$ cat config.mk
export PLATFORM = sky130hd
export DESIGN_NAME = shc_cmd_status
export DESIGN_NICKNAME = d
export VERILOG_FILES = /design/src/common/shc_pkg.sv /design/src/rtl/shc_cmd_status.sv
export SDC_FILE = /design/constraint.sdc
export NUM_CORES = 1
export LEC_CHECK = 0
export ABC_AREA = 1
export BUFFER_PORTS_ARGS = -buffer_cell sky130_fd_sc_hd__buf_2
export CAP_MARGIN = 20
export CORE_MARGIN = 2
export CORE_UTILIZATION = 60
export DETAILED_ROUTE_END_ITERATION = 6
export PLACE_DENSITY_LB_ADDON = 0.08
export SKIP_LAST_GASP = 1
export SYNTH_ARGS = -nofsm -noshare
export SYNTH_HDL_FRONTEND = slang
export SYNTH_SLANG_ARGS = --single-unit
$ cat constraint.sdc
create_clock -name CLK -period 2.52 [get_ports CLK]
set_input_delay 0.126 -clock CLK [delete_from_list [all_inputs] [get_ports CLK]]
set_output_delay 0.126 -clock CLK [all_outputs]
set_load 0.02 [all_outputs]
$ cat src/common/shc_pkg.sv
// constants for the scsi host command and status register block
`default_nettype none
package shc_pkg;
  // ----------------------------------------------------------------
  // bus and storage geometry
  // ----------------------------------------------------------------
  localparam int unsigned SHC_AW     = 4;
  localparam int unsigned SHC_DW     = 8;
  localparam int unsigned SHC_FIFO_W = 9;
  localparam int unsigned SHC_FIFO_D = 16;
  localparam int unsigned SHC_CNT_W  = 17;

  // ----------------------------------------------------------------
  // register offsets
  // ----------------------------------------------------------------
  localparam logic [3:0] SHC_ADDR_CNT_LO = 4'h0;
  localparam logic [3:0] SHC_ADDR_CNT_HI = 4'h1;
  localparam logic [3:0] SHC_ADDR_FIFO   = 4'h2;
  localparam logic [3:0] SHC_ADDR_CMD    = 4'h3;
  localparam logic [3:0] SHC_ADDR_STAT   = 4'h4;
  localparam logic [3:0] SHC_ADDR_ISR    = 4'h5;

  // ----------------------------------------------------------------
  // field positions and values
  // ----------------------------------------------------------------
  localparam int unsigned SHC_CMD_DMA_BIT = 7;
  localparam logic [16:0] SHC_MAX_COUNT   = 17'h10000;
  localparam logic [7:0]  SHC_DOUT_RST    = 8'h00;

  // ----------------------------------------------------------------
  // command codes
  // ----------------------------------------------------------------
  localparam logic [6:0] SHC_C_NOP       = 7'h00;
  localparam logic [6:0] SHC_C_CLR_FIFO  = 7'h01;
  localparam logic [6:0] SHC_C_RST_DEV   = 7'h02;
  localparam logic [6:0] SHC_C_RST_BUS   = 7'h03;
  localparam logic [6:0] SHC_C_DMA_STOP  = 7'h04;
  localparam logic [6:0] SHC_C_SET_ATN   = 7'h1a;
  localparam logic [6:0] SHC_C_RESET_ATN = 7'h1b;
  localparam logic [6:0] SHC_C_RESEL     = 7'h40;
  localparam logic [6:0] SHC_C_SEL_ATN3  = 7'h46;

  typedef enum logic [2:0] {
    SHC_GRP_BAD,
    SHC_GRP_INIT,
    SHC_GRP_TARG,
    SHC_GRP_IDLE,
    SHC_GRP_GEN
  } shc_grp_t;

  typedef enum logic {
    SHC_ST_IDLE,
    SHC_ST_BUSY
  } shc_cmd_st_t;
endpackage : shc_pkg
`default_nettype wire

$ cat src/rtl/shc_cmd_status.sv
// host register front end: count, fifo port, command queue and status
//
// Notes on behaviour
// - start count keeps its value through every reset until software rewrites it.
// - a zero start count loads as 65536 for a dma command.
// - fifo port is the bottom of a 16x9 fifo; write pushes, read pops.
// - only the fifo port is reachable through dma acknowledge with dma strobes.
// - fifo port clears on hard reset, soft reset and selection start.
// - command register holds two commands; the second runs after the first.
// - reset device and dma stop act at once, bypassing the queue.
// - command read returns the executing or the last executed command.
// - command bit 7 loads the counter from the start count.
// - initiator codes 10,11,12,18,1a,1b decode as their commands.
// - target codes 20-25,27-2b decode as their commands.
// - idle codes 40-46 decode as selection commands.
// - general codes 00-04 decode; 29 commands in four groups.
// - status stays latched until the interrupt status register is read.
// - phase bits latch only when phase latching is on, else live.
// - two pending interrupts; clearing the first loads the second.
// - status bit 7 mirrors interrupt; cleared by interrupt status read or reset.
// - illegal operation flag sets without interrupt; clears on interrupt status read.
// - parity error flag sets when checking enabled; clears like bit 6.
// - parity error as initiator in information phase raises attention.
// - count zero flag sets at zero, clears on load or reset only.
// - dma nop clears count zero; plain nop leaves it.
// - counter drops by one per byte, two per word.
// - interrupt status read clears the error flags and one pending interrupt, not count zero.
`timescale 1ns/1ps
`default_nettype none
module shc_cmd_status (
  input  wire logic        CLK,
  input  wire logic        NRST,
  input  wire logic        CS_N,
  input  wire logic        RD_N,
  input  wire logic        WR_N,
  input  wire logic [3:0]  ADDR,
  input  wire logic [7:0]  DIN,
  input  wire logic        DMA_ACKNOWLEDGE_N,
  input  wire logic        DMA_READ_STROBE_N,
  input  wire logic        DMA_WRITE_STROBE_N,
  input  wire logic [7:0]  INT_REASON,
  input  wire logic        CMD_DONE,
  input  wire logic        INT_EVENT,
  input  wire logic        SEL_START,
  input  wire logic        DIR_MISMATCH,
  input  wire logic        SYNC_PHASE_ERR,
  input  wire logic        PARITY_ERR,
  input  wire logic        PARITY_EN,
  input  wire logic        LATCH_PHASE,
  input  wire logic [2:0]  PHASE,
  input  wire logic        INITIATOR,
  input  wire logic        INFO_PHASE,
  input  wire logic        XFER_BYTE,
  input  wire logic        XFER_WORD,
  input  wire logic        SCSI_PUSH,
  input  wire logic [8:0]  SCSI_PUSH_DATA,
  input  wire logic        SCSI_POP,
  output logic [7:0]       DOUT,
  output logic             INT_N,
  output logic             ATN_OUT,
  output logic             CMD_START,
  output logic [7:0]       CMD_CODE,
  output logic [2:0]       CMD_GROUP,
  output logic             CMD_BUSY,
  output logic             DMA_STOP,
  output logic [16:0]      CUR_COUNT,
  output logic             COUNT_ZERO,
  output logic [8:0]       FIFO_HEAD,
  output logic [4:0]       FIFO_LEVEL
);

  // ----------------------------------------------------------------
  // state
  // ----------------------------------------------------------------
  typedef struct packed {
    logic                       rd_prev;
    logic                       wr_prev;
    logic [7:0]                 dout;
    logic                       int_n;
    logic [1:0]                 int_cnt;
    logic                       illegal_op_flag;
    logic                       pe;
    logic                       ioe2;
    logic                       pe2;
    logic [2:0]                 phase;
    logic                       count_zero_flag;
    logic [16:0]                cnt;
    logic                       atn;
    shc_pkg::shc_cmd_st_t       st;
    logic [7:0]                 cmd_exec;
    logic [7:0]                 cmd_pend;
    logic                       pend_v;
    logic                       cmd_start;
    logic [2:0]                 cmd_grp;
    logic                       dma_stop;
    logic [15:0][8:0]           mem;
    logic [3:0]                 wp;
    logic [3:0]                 rp;
    logic [4:0]                 fcnt;
    logic [8:0]                 head;
  } shc_state_t;

  shc_state_t  q;
  shc_state_t  d;
  logic [15:0] stc_q;
  logic [15:0] stc_d;
  logic        rd_now;
  logic        wr_now;
  logic        rd_edge;
  logic        wr_edge;
  logic        dma_acknowledge_acc;
  logic [3:0]  acc_addr;
  logic        isr_rd;
  logic        soft_rst;

  // ----------------------------------------------------------------
  // command decode
  // ----------------------------------------------------------------
  function automatic shc_pkg::shc_grp_t cmd_group(input logic [6:0] c);
    shc_pkg::shc_grp_t g;
    g = shc_pkg::SHC_GRP_BAD;
    case (c)
      7'h10, 7'h11, 7'h12, 7'h18, 7'h1a, 7'h1b: g = shc_pkg::SHC_GRP_INIT;
      7'h20, 7'h21, 7'h22, 7'h23, 7'h24, 7'h25, 7'h27,
      7'h28, 7'h29, 7'h2a, 7'h2b:               g = shc_pkg::SHC_GRP_TARG;
      7'h40, 7'h41, 7'h42, 7'h43, 7'h44, 7'h45,
      7'h46:                                    g = shc_pkg::SHC_GRP_IDLE;
      7'h00, 7'h01, 7'h02, 7'h03, 7'h04:        g = shc_pkg::SHC_GRP_GEN;
      default:                                  g = shc_pkg::SHC_GRP_BAD;
    endcase
    return g;
  endfunction : cmd_group

  // launch one command from the queue
  function automatic shc_state_t start_cmd(input shc_state_t s, input logic [7:0] c, input logic [15:0] stc);
    shc_state_t r;
    r = s;
    r.cmd_exec  = c;
    r.st        = shc_pkg::SHC_ST_BUSY;
    r.cmd_start = 1'b1;
    r.cmd_grp   = cmd_group(c[6:0]);
    if (c[shc_pkg::SHC_CMD_DMA_BIT]) begin
      r.cnt = (stc == 16'h0000) ? shc_pkg::SHC_MAX_COUNT : {1'b0, stc};
      r.count_zero_flag = 1'b0;
    end
    if (c[6:0] == shc_pkg::SHC_C_SET_ATN) begin
      r.atn = 1'b1;
    end
    if (c[6:0] == shc_pkg::SHC_C_RESET_ATN) begin
      r.atn = 1'b0;
    end
    return r;
  endfunction : start_cmd

  // ----------------------------------------------------------------
  // access strobes
  // ----------------------------------------------------------------
  assign dma_acknowledge_acc = !DMA_ACKNOWLEDGE_N && (!DMA_READ_STROBE_N || !DMA_WRITE_STROBE_N);
  assign rd_now   = (!CS_N && !RD_N) || (!DMA_ACKNOWLEDGE_N && !DMA_READ_STROBE_N);
  assign wr_now   = (!CS_N && !WR_N) || (!DMA_ACKNOWLEDGE_N && !DMA_WRITE_STROBE_N);
  assign rd_edge  = rd_now && !q.rd_prev;
  assign wr_edge  = wr_now && !q.wr_prev;
  assign acc_addr = dma_acknowledge_acc ? shc_pkg::SHC_ADDR_FIFO : ADDR;
  assign isr_rd   = rd_edge && (acc_addr == shc_pkg::SHC_ADDR_ISR);
  assign soft_rst = wr_edge && (acc_addr == shc_pkg::SHC_ADDR_CMD) && (DIN[6:0] == shc_pkg::SHC_C_RST_DEV);

  // ----------------------------------------------------------------
  // start count, no reset at all
  // ----------------------------------------------------------------
  always_comb begin
    stc_d = stc_q;
    if (wr_edge && acc_addr == shc_pkg::SHC_ADDR_CNT_LO) begin
      stc_d[7:0] = DIN;
    end
    if (wr_edge && acc_addr == shc_pkg::SHC_ADDR_CNT_HI) begin
      stc_d[15:8] = DIN;
    end
  end

  always_ff @(posedge CLK) begin
    stc_q <= stc_d;
  end

  // ----------------------------------------------------------------
  // next state
  // ----------------------------------------------------------------
  always_comb begin
    logic       push;
    logic       pop;
    logic [8:0] pdata;
    logic       fclr;
    logic       ioe_set;
    logic       pe_set;
    logic [1:0] dec;
    logic [2:0] ic;
    push    = 1'b0;
    pop     = 1'b0;
    pdata   = 9'h000;
    fclr    = 1'b0;
    ioe_set = DIR_MISMATCH || (SYNC_PHASE_ERR && INITIATOR);
    pe_set  = PARITY_ERR && PARITY_EN;
    dec     = XFER_WORD ? 2'd2 : (XFER_BYTE ? 2'd1 : 2'd0);
    ic      = 3'd0;
    d           = q;
    d.rd_prev   = rd_now;
    d.wr_prev   = wr_now;
    d.cmd_start = 1'b0;
    d.dma_stop  = 1'b0;

    // transfer counter
    if (dec != 2'd0 && q.cnt != 17'h00000) begin
      d.cnt = (q.cnt > {15'h0000, dec}) ? q.cnt - {15'h0000, dec} : 17'h00000;
      if (d.cnt == 17'h00000) begin
        d.count_zero_flag = 1'b1;
      end
    end

    // attention on parity fault
    if (pe_set && INITIATOR && INFO_PHASE) begin
      d.atn = 1'b1;
    end

    // command completion, then a new write
    if (CMD_DONE && q.st == shc_pkg::SHC_ST_BUSY) begin
      if (q.pend_v) begin
        d        = start_cmd(d, q.cmd_pend, stc_q);
        d.pend_v = 1'b0;
      end else begin
        d.st = shc_pkg::SHC_ST_IDLE;
      end
    end
    if (wr_edge && acc_addr == shc_pkg::SHC_ADDR_CMD) begin
      if (DIN[6:0] == shc_pkg::SHC_C_DMA_STOP) begin
        d.dma_stop = 1'b1;
      end else if (d.st == shc_pkg::SHC_ST_IDLE) begin
        d = start_cmd(d, DIN, stc_q);
        if (DIN[6:0] == shc_pkg::SHC_C_CLR_FIFO || DIN[6:0] == shc_pkg::SHC_C_RESEL ||
            (DIN[6:0] >= 7'h41 && DIN[6:0] <= 7'h43) || DIN[6:0] == shc_pkg::SHC_C_SEL_ATN3) begin
          fclr = 1'b1;
        end
      end else begin
        if (d.pend_v) begin
          ioe_set = 1'b1;
        end
        d.cmd_pend = DIN;
        d.pend_v   = 1'b1;
      end
    end

    // fifo requests
    if (wr_edge && acc_addr == shc_pkg::SHC_ADDR_FIFO) begin
      push  = 1'b1;
      pdata = {~^DIN, DIN};
    end else if (SCSI_PUSH) begin
      push  = 1'b1;
      pdata = SCSI_PUSH_DATA;
    end
    pop = (rd_edge && acc_addr == shc_pkg::SHC_ADDR_FIFO) || SCSI_POP;
    if (SEL_START) begin
      fclr = 1'b1;
    end
    if (fclr) begin
      d.mem  = '0;
      d.wp   = 4'h0;
      d.rp   = 4'h0;
      d.fcnt = 5'd0;
    end else begin
      if (pop && q.fcnt != 5'd0) begin
        d.rp   = q.rp + 4'h1;
        d.fcnt = d.fcnt - 5'd1;
      end
      if (push) begin
        if (q.fcnt == 5'd16 && !(pop && q.fcnt != 5'd0)) begin
          ioe_set = 1'b1;
        end else begin
          d.mem[q.wp] = pdata;
          d.wp        = q.wp + 4'h1;
          d.fcnt      = d.fcnt + 5'd1;
        end
      end
    end
    d.head = (d.fcnt == 5'd0) ? 9'h000 : d.mem[d.rp];

    // register read data
    if (rd_edge) begin
      case (acc_addr)
        shc_pkg::SHC_ADDR_CNT_LO: d.dout = q.cnt[7:0];
        shc_pkg::SHC_ADDR_CNT_HI: d.dout = q.cnt[15:8];
        shc_pkg::SHC_ADDR_FIFO:   d.dout = q.head[7:0];
        shc_pkg::SHC_ADDR_CMD:    d.dout = q.cmd_exec;
        shc_pkg::SHC_ADDR_STAT:   d.dout = {~q.int_n, q.illegal_op_flag, q.pe, q.count_zero_flag, 1'b0,
                                            LATCH_PHASE ? q.phase : PHASE};
        shc_pkg::SHC_ADDR_ISR:    d.dout = INT_REASON;
        default:                  d.dout = 8'h00;
      endcase
    end

    // interrupt and status flags, a new event wins over the clear
    ic = {1'b0, q.int_cnt};
    if (isr_rd && ic != 3'd0) begin
      ic = ic - 3'd1;
    end
    if (INT_EVENT && ic != 3'd2) begin
      ic = ic + 3'd1;
      if (ic == 3'd1 || !isr_rd) begin
        d.phase = PHASE;
      end
    end
    if (isr_rd) begin
      d.illegal_op_flag  = (q.int_cnt == 2'd2) ? q.ioe2 : 1'b0;
      d.pe   = (q.int_cnt == 2'd2) ? q.pe2 : 1'b0;
      d.ioe2 = 1'b0;
      d.pe2  = 1'b0;
    end
    if (ioe_set) begin
      d.illegal_op_flag = 1'b1;
    end
    if (pe_set) begin
      d.pe = 1'b1;
    end
    if ((ioe_set || pe_set) && q.int_cnt == 2'd2 && !isr_rd) begin
      d.ioe2 = q.ioe2 || ioe_set;
      d.pe2  = q.pe2 || pe_set;
    end
    d.int_cnt = ic[1:0];
    d.int_n   = (ic == 3'd0);

    // reset device command returns all state but the start count and the strobe history to its reset value
    if (soft_rst) begin
      d         = '0;
      d.int_n   = 1'b1;
      d.rd_prev = rd_now;
      d.wr_prev = wr_now;
    end
  end

  always_ff @(posedge CLK or negedge NRST) begin
    if (!NRST) begin
      q       <= '0;
      q.int_n <= 1'b1;
    end else begin
      q <= d;
    end
  end

  // ----------------------------------------------------------------
  // outputs
  // ----------------------------------------------------------------
  assign DOUT       = q.dout;
  assign INT_N      = q.int_n;
  assign ATN_OUT    = q.atn;
  assign CMD_START  = q.cmd_start;
  assign CMD_CODE   = q.cmd_exec;
  assign CMD_GROUP  = q.cmd_grp;
  assign CMD_BUSY   = (q.st == shc_pkg::SHC_ST_BUSY);
  assign DMA_STOP   = q.dma_stop;
  assign CUR_COUNT  = q.cnt;
  assign COUNT_ZERO = q.count_zero_flag;
  assign FIFO_HEAD  = q.head;
  assign FIFO_LEVEL = q.fcnt;
endmodule : shc_cmd_status
`default_nettype wire

==> key figures <==
STA
  – Fmax: 396 MHz
  – Fin crit share: 1.00
  – Rel. slew slack: 0.593
  – Worst Slack Setup Final: -0.00562 ns
  – Final Max Tran Viols: 0
  – RSZ-0062 raised after global routing: yes
  – Final TNS setup: -0.00562 ns
  – Final Setup Violations: 1
  – Least-Margin Pin Slew: 0.610 ns
  – Skew final: 0.0348 ns
  – Final hold vios: 0
  – Post-layout min period: 2.53 ns

Logic synthesis
  – Synthesized area: 15,200 um^2
  – Post-Synth Adder-Cell Area: 0.0227
  – Largest family of logic cells by synthesized area: simple AND/OR/NAND/NOR gates
  – Post-Syn Nets: 2,243
  – Post-synth cell types: 60
  – Seq cells post-synth: 244
  – Post-Synth Simple-Gate Area: 0.343
  – Area leader, netlist: dfrtp_1
  – Most common cell in the netlist: nand2_1
  – Multiplexer area fraction after synthesis: 0.000739
  – Top post-synthesis cells by area: dfrtp_1, nand2_1, nand3_1, inv_1, nor2_1
  – Ys Warns: 0
  – Seq/Total Area, Yosys: 0.406
  – Post-synth EDFFs: 16
  – Compound-Gate Fraction of Synth Area: 0.0868
  – Top_reg_cell synth: dfrtp_1
  – Synth Instances: 2,162
  – Top-area cell type share of the netlist area: 0.373
  – Post-Syn Area per Cell: 7.05 um^2
  – Synth cell count leaders: nand2_1, inv_1, nor2_1
  – Xor and xnor area share after synthesis: 0.0155
  – FFs w/ async S/R, synth: 0.934

Route
  – Initial DRC count: 1,850
  – Pre-Repair DR Iteration Count: 6
  – Via density: 5.67
  – Final ANT Viol Nets: 0
  – DRC Markers: 0
  – Wire length per cell: 18.3 um
  – Vias: 15.7k
  – Total Wirelength: 50,600 um

Floorplanning
  – DIE AREA: 26,700 um^2
  – Cell Rows: 58
  – Initial Util: 0.608
  – Core footprint: 25,000 um^2
  – Die width: 163 um
  – # IOs: 110
  – Die H: 163 um

Final layout
  – Net count, final: 2,494
  – P&R area growth vs syn: 25.2%
  – Design Area, Final: 19,100 um^2
  – Layout cells sized above 1: 0.218
  – Antenna diodes: 0
  – Non-filler cells, final: 2,765

GRT
  – Largest net degree at the start of global routing: 83
  – Total GRT Usage: 0.371
  – Total gr overflow: 0
  – Initial antenna violation count: 0
  – First-pass GRT wire length: 77,400 um
  – Vias in the first global route: 14.8k

Critical path
  – WS Path Type: flip-flop to flip-flop
  – Critical Path RT: 2.97 ns
  – Crit path cell chain: inv_2 > ha_2 > nand2_2 > inv_2 > nand2_2 > nand2_4 > xor2_2 > ha_2 > o21ai_2 > nand2_2 > a21oi_4 > nand3_4 > nand2_2 > nor2_2
  – CP Max Fanout: 8
  – CP arrival: 2.97 ns
  – Buffer and inverter count on the worst path: 2
  – CP Launch Type: flip-flop
  – CP endpoint kind: flip-flop
  – CP delay by family, top: simple AND/OR/NAND/NOR gates
  – Critical Path Max Stage Delay: 0.40 ns
  – Worst path slowest cell: dfrtp_1
  – Worst path most repeated cell: nand2_2

Placement
  – PortBufs: 109
  – Placed wire-length estimate: 34,600 um
  – DP Area: 17,200 um^2
  – Dpl cells: 2,662
  – GPL Wtd Cong: 0.976

Clocking
  – # H-tree levels: 1
  – Cts bufs inserted: 28
  – Clock transition at path regs: 0.07 ns
  – Clk Latency, worst-skew pair: 0.57 ns
  – CTS tree: done
  – CTS sink cnt: 244
  – Clock root cell: clkbuf_16
  – Clock buffer depth: 3

Hold path
  – HP Class: primary input to flip-flop

Power
  – Leak: 0.0103 uW
  – VDD IR max: 0.587 mV
  – Pwr Total: 14,800 uW
  – Pwr/cell area: 776 nW/um^2

Status
  – Failing checks: setup timing
  – Status: complete, but fails checks

Job
  – MaxCap Viol Count: 0
[worst register-to-register path, delay by kind of cell (launching register included)]
family | cells | cell delay [ns]
compound gates | 2 | 0.48
xor+xnor | 1 | 0.18
fa+ha+maj | 2 | 0.48
buf+inv | 2 | 0.15
flops | 1 | 0.40
simple gates | 7 | 0.72
[stage by stage]
stage	setup WS, ns	hold slack (ns)	utilization
floorplan	0.255	-0.170	-
global placement	-0.124	0.129	0.687
detailed placement	-0.178	0.133	0.687
CTS	0.00310	0.00637	0.735
global route	-0.145	0.0234	0.762
finish	-0.00562	0.0194	0.762
[layer usage]
metal / track usage / vias to the layer above / wire [um]
met5: 0 / - / 0
met4: 0.213 / 0 / 3310
met3: 0.0533 / 213 / 4410
met2: 0.614 / 819 / 23700
met1: 0.465 / 7333 / 19100
li1: - / 7310 / -
[cells by family after synthesis]
kind of cell / after synthesis
XOR/XNOR: 27
multiplexers: 1
flip-flops: 244
adder cells (fa/ha/maj): 27
AO/OA/AOI/OAI: 226
AND/OR/NAND/NOR: 1217
buffers and inverters: 420
[path summary, 6_finish.rpt]
path                       slack (ns)  depth (start not counted)      endpoint          start
min reg2reg                      0.50                          2        q[212]         q[212]
max in group asynchronous        1.55                          3         q[17]           NRST
min in group asynchronous        0.14                          2        q[174]           NRST
max reg2reg                    -0.006                         14  FIFO_HEAD[3]  FIFO_LEVEL[1]
max                            -0.006                         14  FIFO_HEAD[3]  FIFO_LEVEL[1]
min                              0.02                          5       DOUT[1]  INT_REASON[1]
[where the power goes]
part	switching [uW]	leakage (uW)	internal, uW	total [uW]
registers	381	0.00318	4340	4720
logic	3760	0.00670	2230	5990
clock network	1710	0.000454	2370	4080
total	5850	0.0103	8950	14800
[cells in the final DEF, fill, tap and decap left out, types with 4 or more instances in the layout]
cell / Yosys / layout
nand2_1: 676 / 665
inv_1: 258 / 252
dfrtp_1: 227 / 227
nor2_1: 240 / 227
nand3_1: 220 / 198
buf_4: 63 / 192
buf_2: 33 / 104
a21oi_1: 81 / 76
o21ai_0: 80 / 75
clkbuf_16: 0 / 32
buf_12: 0 / 27
dlygate4sd3_1: 0 / 24
nand3_2: 2 / 23
nand4_1: 21 / 21
ha_1: 26 / 20
nand2_2: 8 / 19
xor2_1: 19 / 17
edfxtp_1: 16 / 16
o22ai_1: 15 / 15
nor2_2: 3 / 12
inv_2: 7 / 10
buf_6: 5 / 10
o211ai_1: 9 / 9
o21ai_2: 7 / 9
clkinv_2: 0 / 9
xnor2_1: 8 / 8
nor2_4: 4 / 8
nor3_1: 10 / 8
a221oi_1: 8 / 8
nand4_2: 9 / 8
o21ai_1: 4 / 7
clkinvlp_4: 0 / 7
a21oi_2: 1 / 5
nand4_4: 4 / 5
ha_2: 0 / 5
clkbuf_8: 0 / 4
clkbuf_1: 39 / 4
[sequential cells by signal (all words and copies together) (netlist names)]
| name | cells |
|---|---|
| CMD_CODE | 8 |
| CMD_START | 1 |
| CUR_COUNT | 17 |
| INT_N | 1 |
| q | 172 |
| DOUT | 8 |
| DMA_STOP | 1 |
| FIFO_LEVEL | 5 |
| stc_q | 16 |
| CMD_BUSY | 1 |
| COUNT_ZERO | 1 |
| ATN_OUT | 1 |
| FIFO_HEAD | 9 |
| CMD_GROUP | 3 |
[area by class of cell]
class                      instances  area [um^2]
multi-input combinational       1499         7470
sequential                       244         6190
fill                            1927         5970
timing repair buffer             366         3020
inverter                         273         1050
clock buffer                      36          771
tap                              330          413
clock inverter                    16          156
timing repair inverter             1         5.00
[what timing repair did]
| item | in CTS | in global routing |
|---|---|---|
| resized for setup | 2 | 110 |
| pin swaps | 1 | 23 |
| gates cloned | 0 | 6 |
| hold buffers | 25 | 0 |
| hold endpoints to repair | 92 | 0 |
| setup buffers | 2 | 18 |
| endpoints found under the setup margin | 9 | 30 |
No activity file was read; power rests on OpenSTA's default activity.
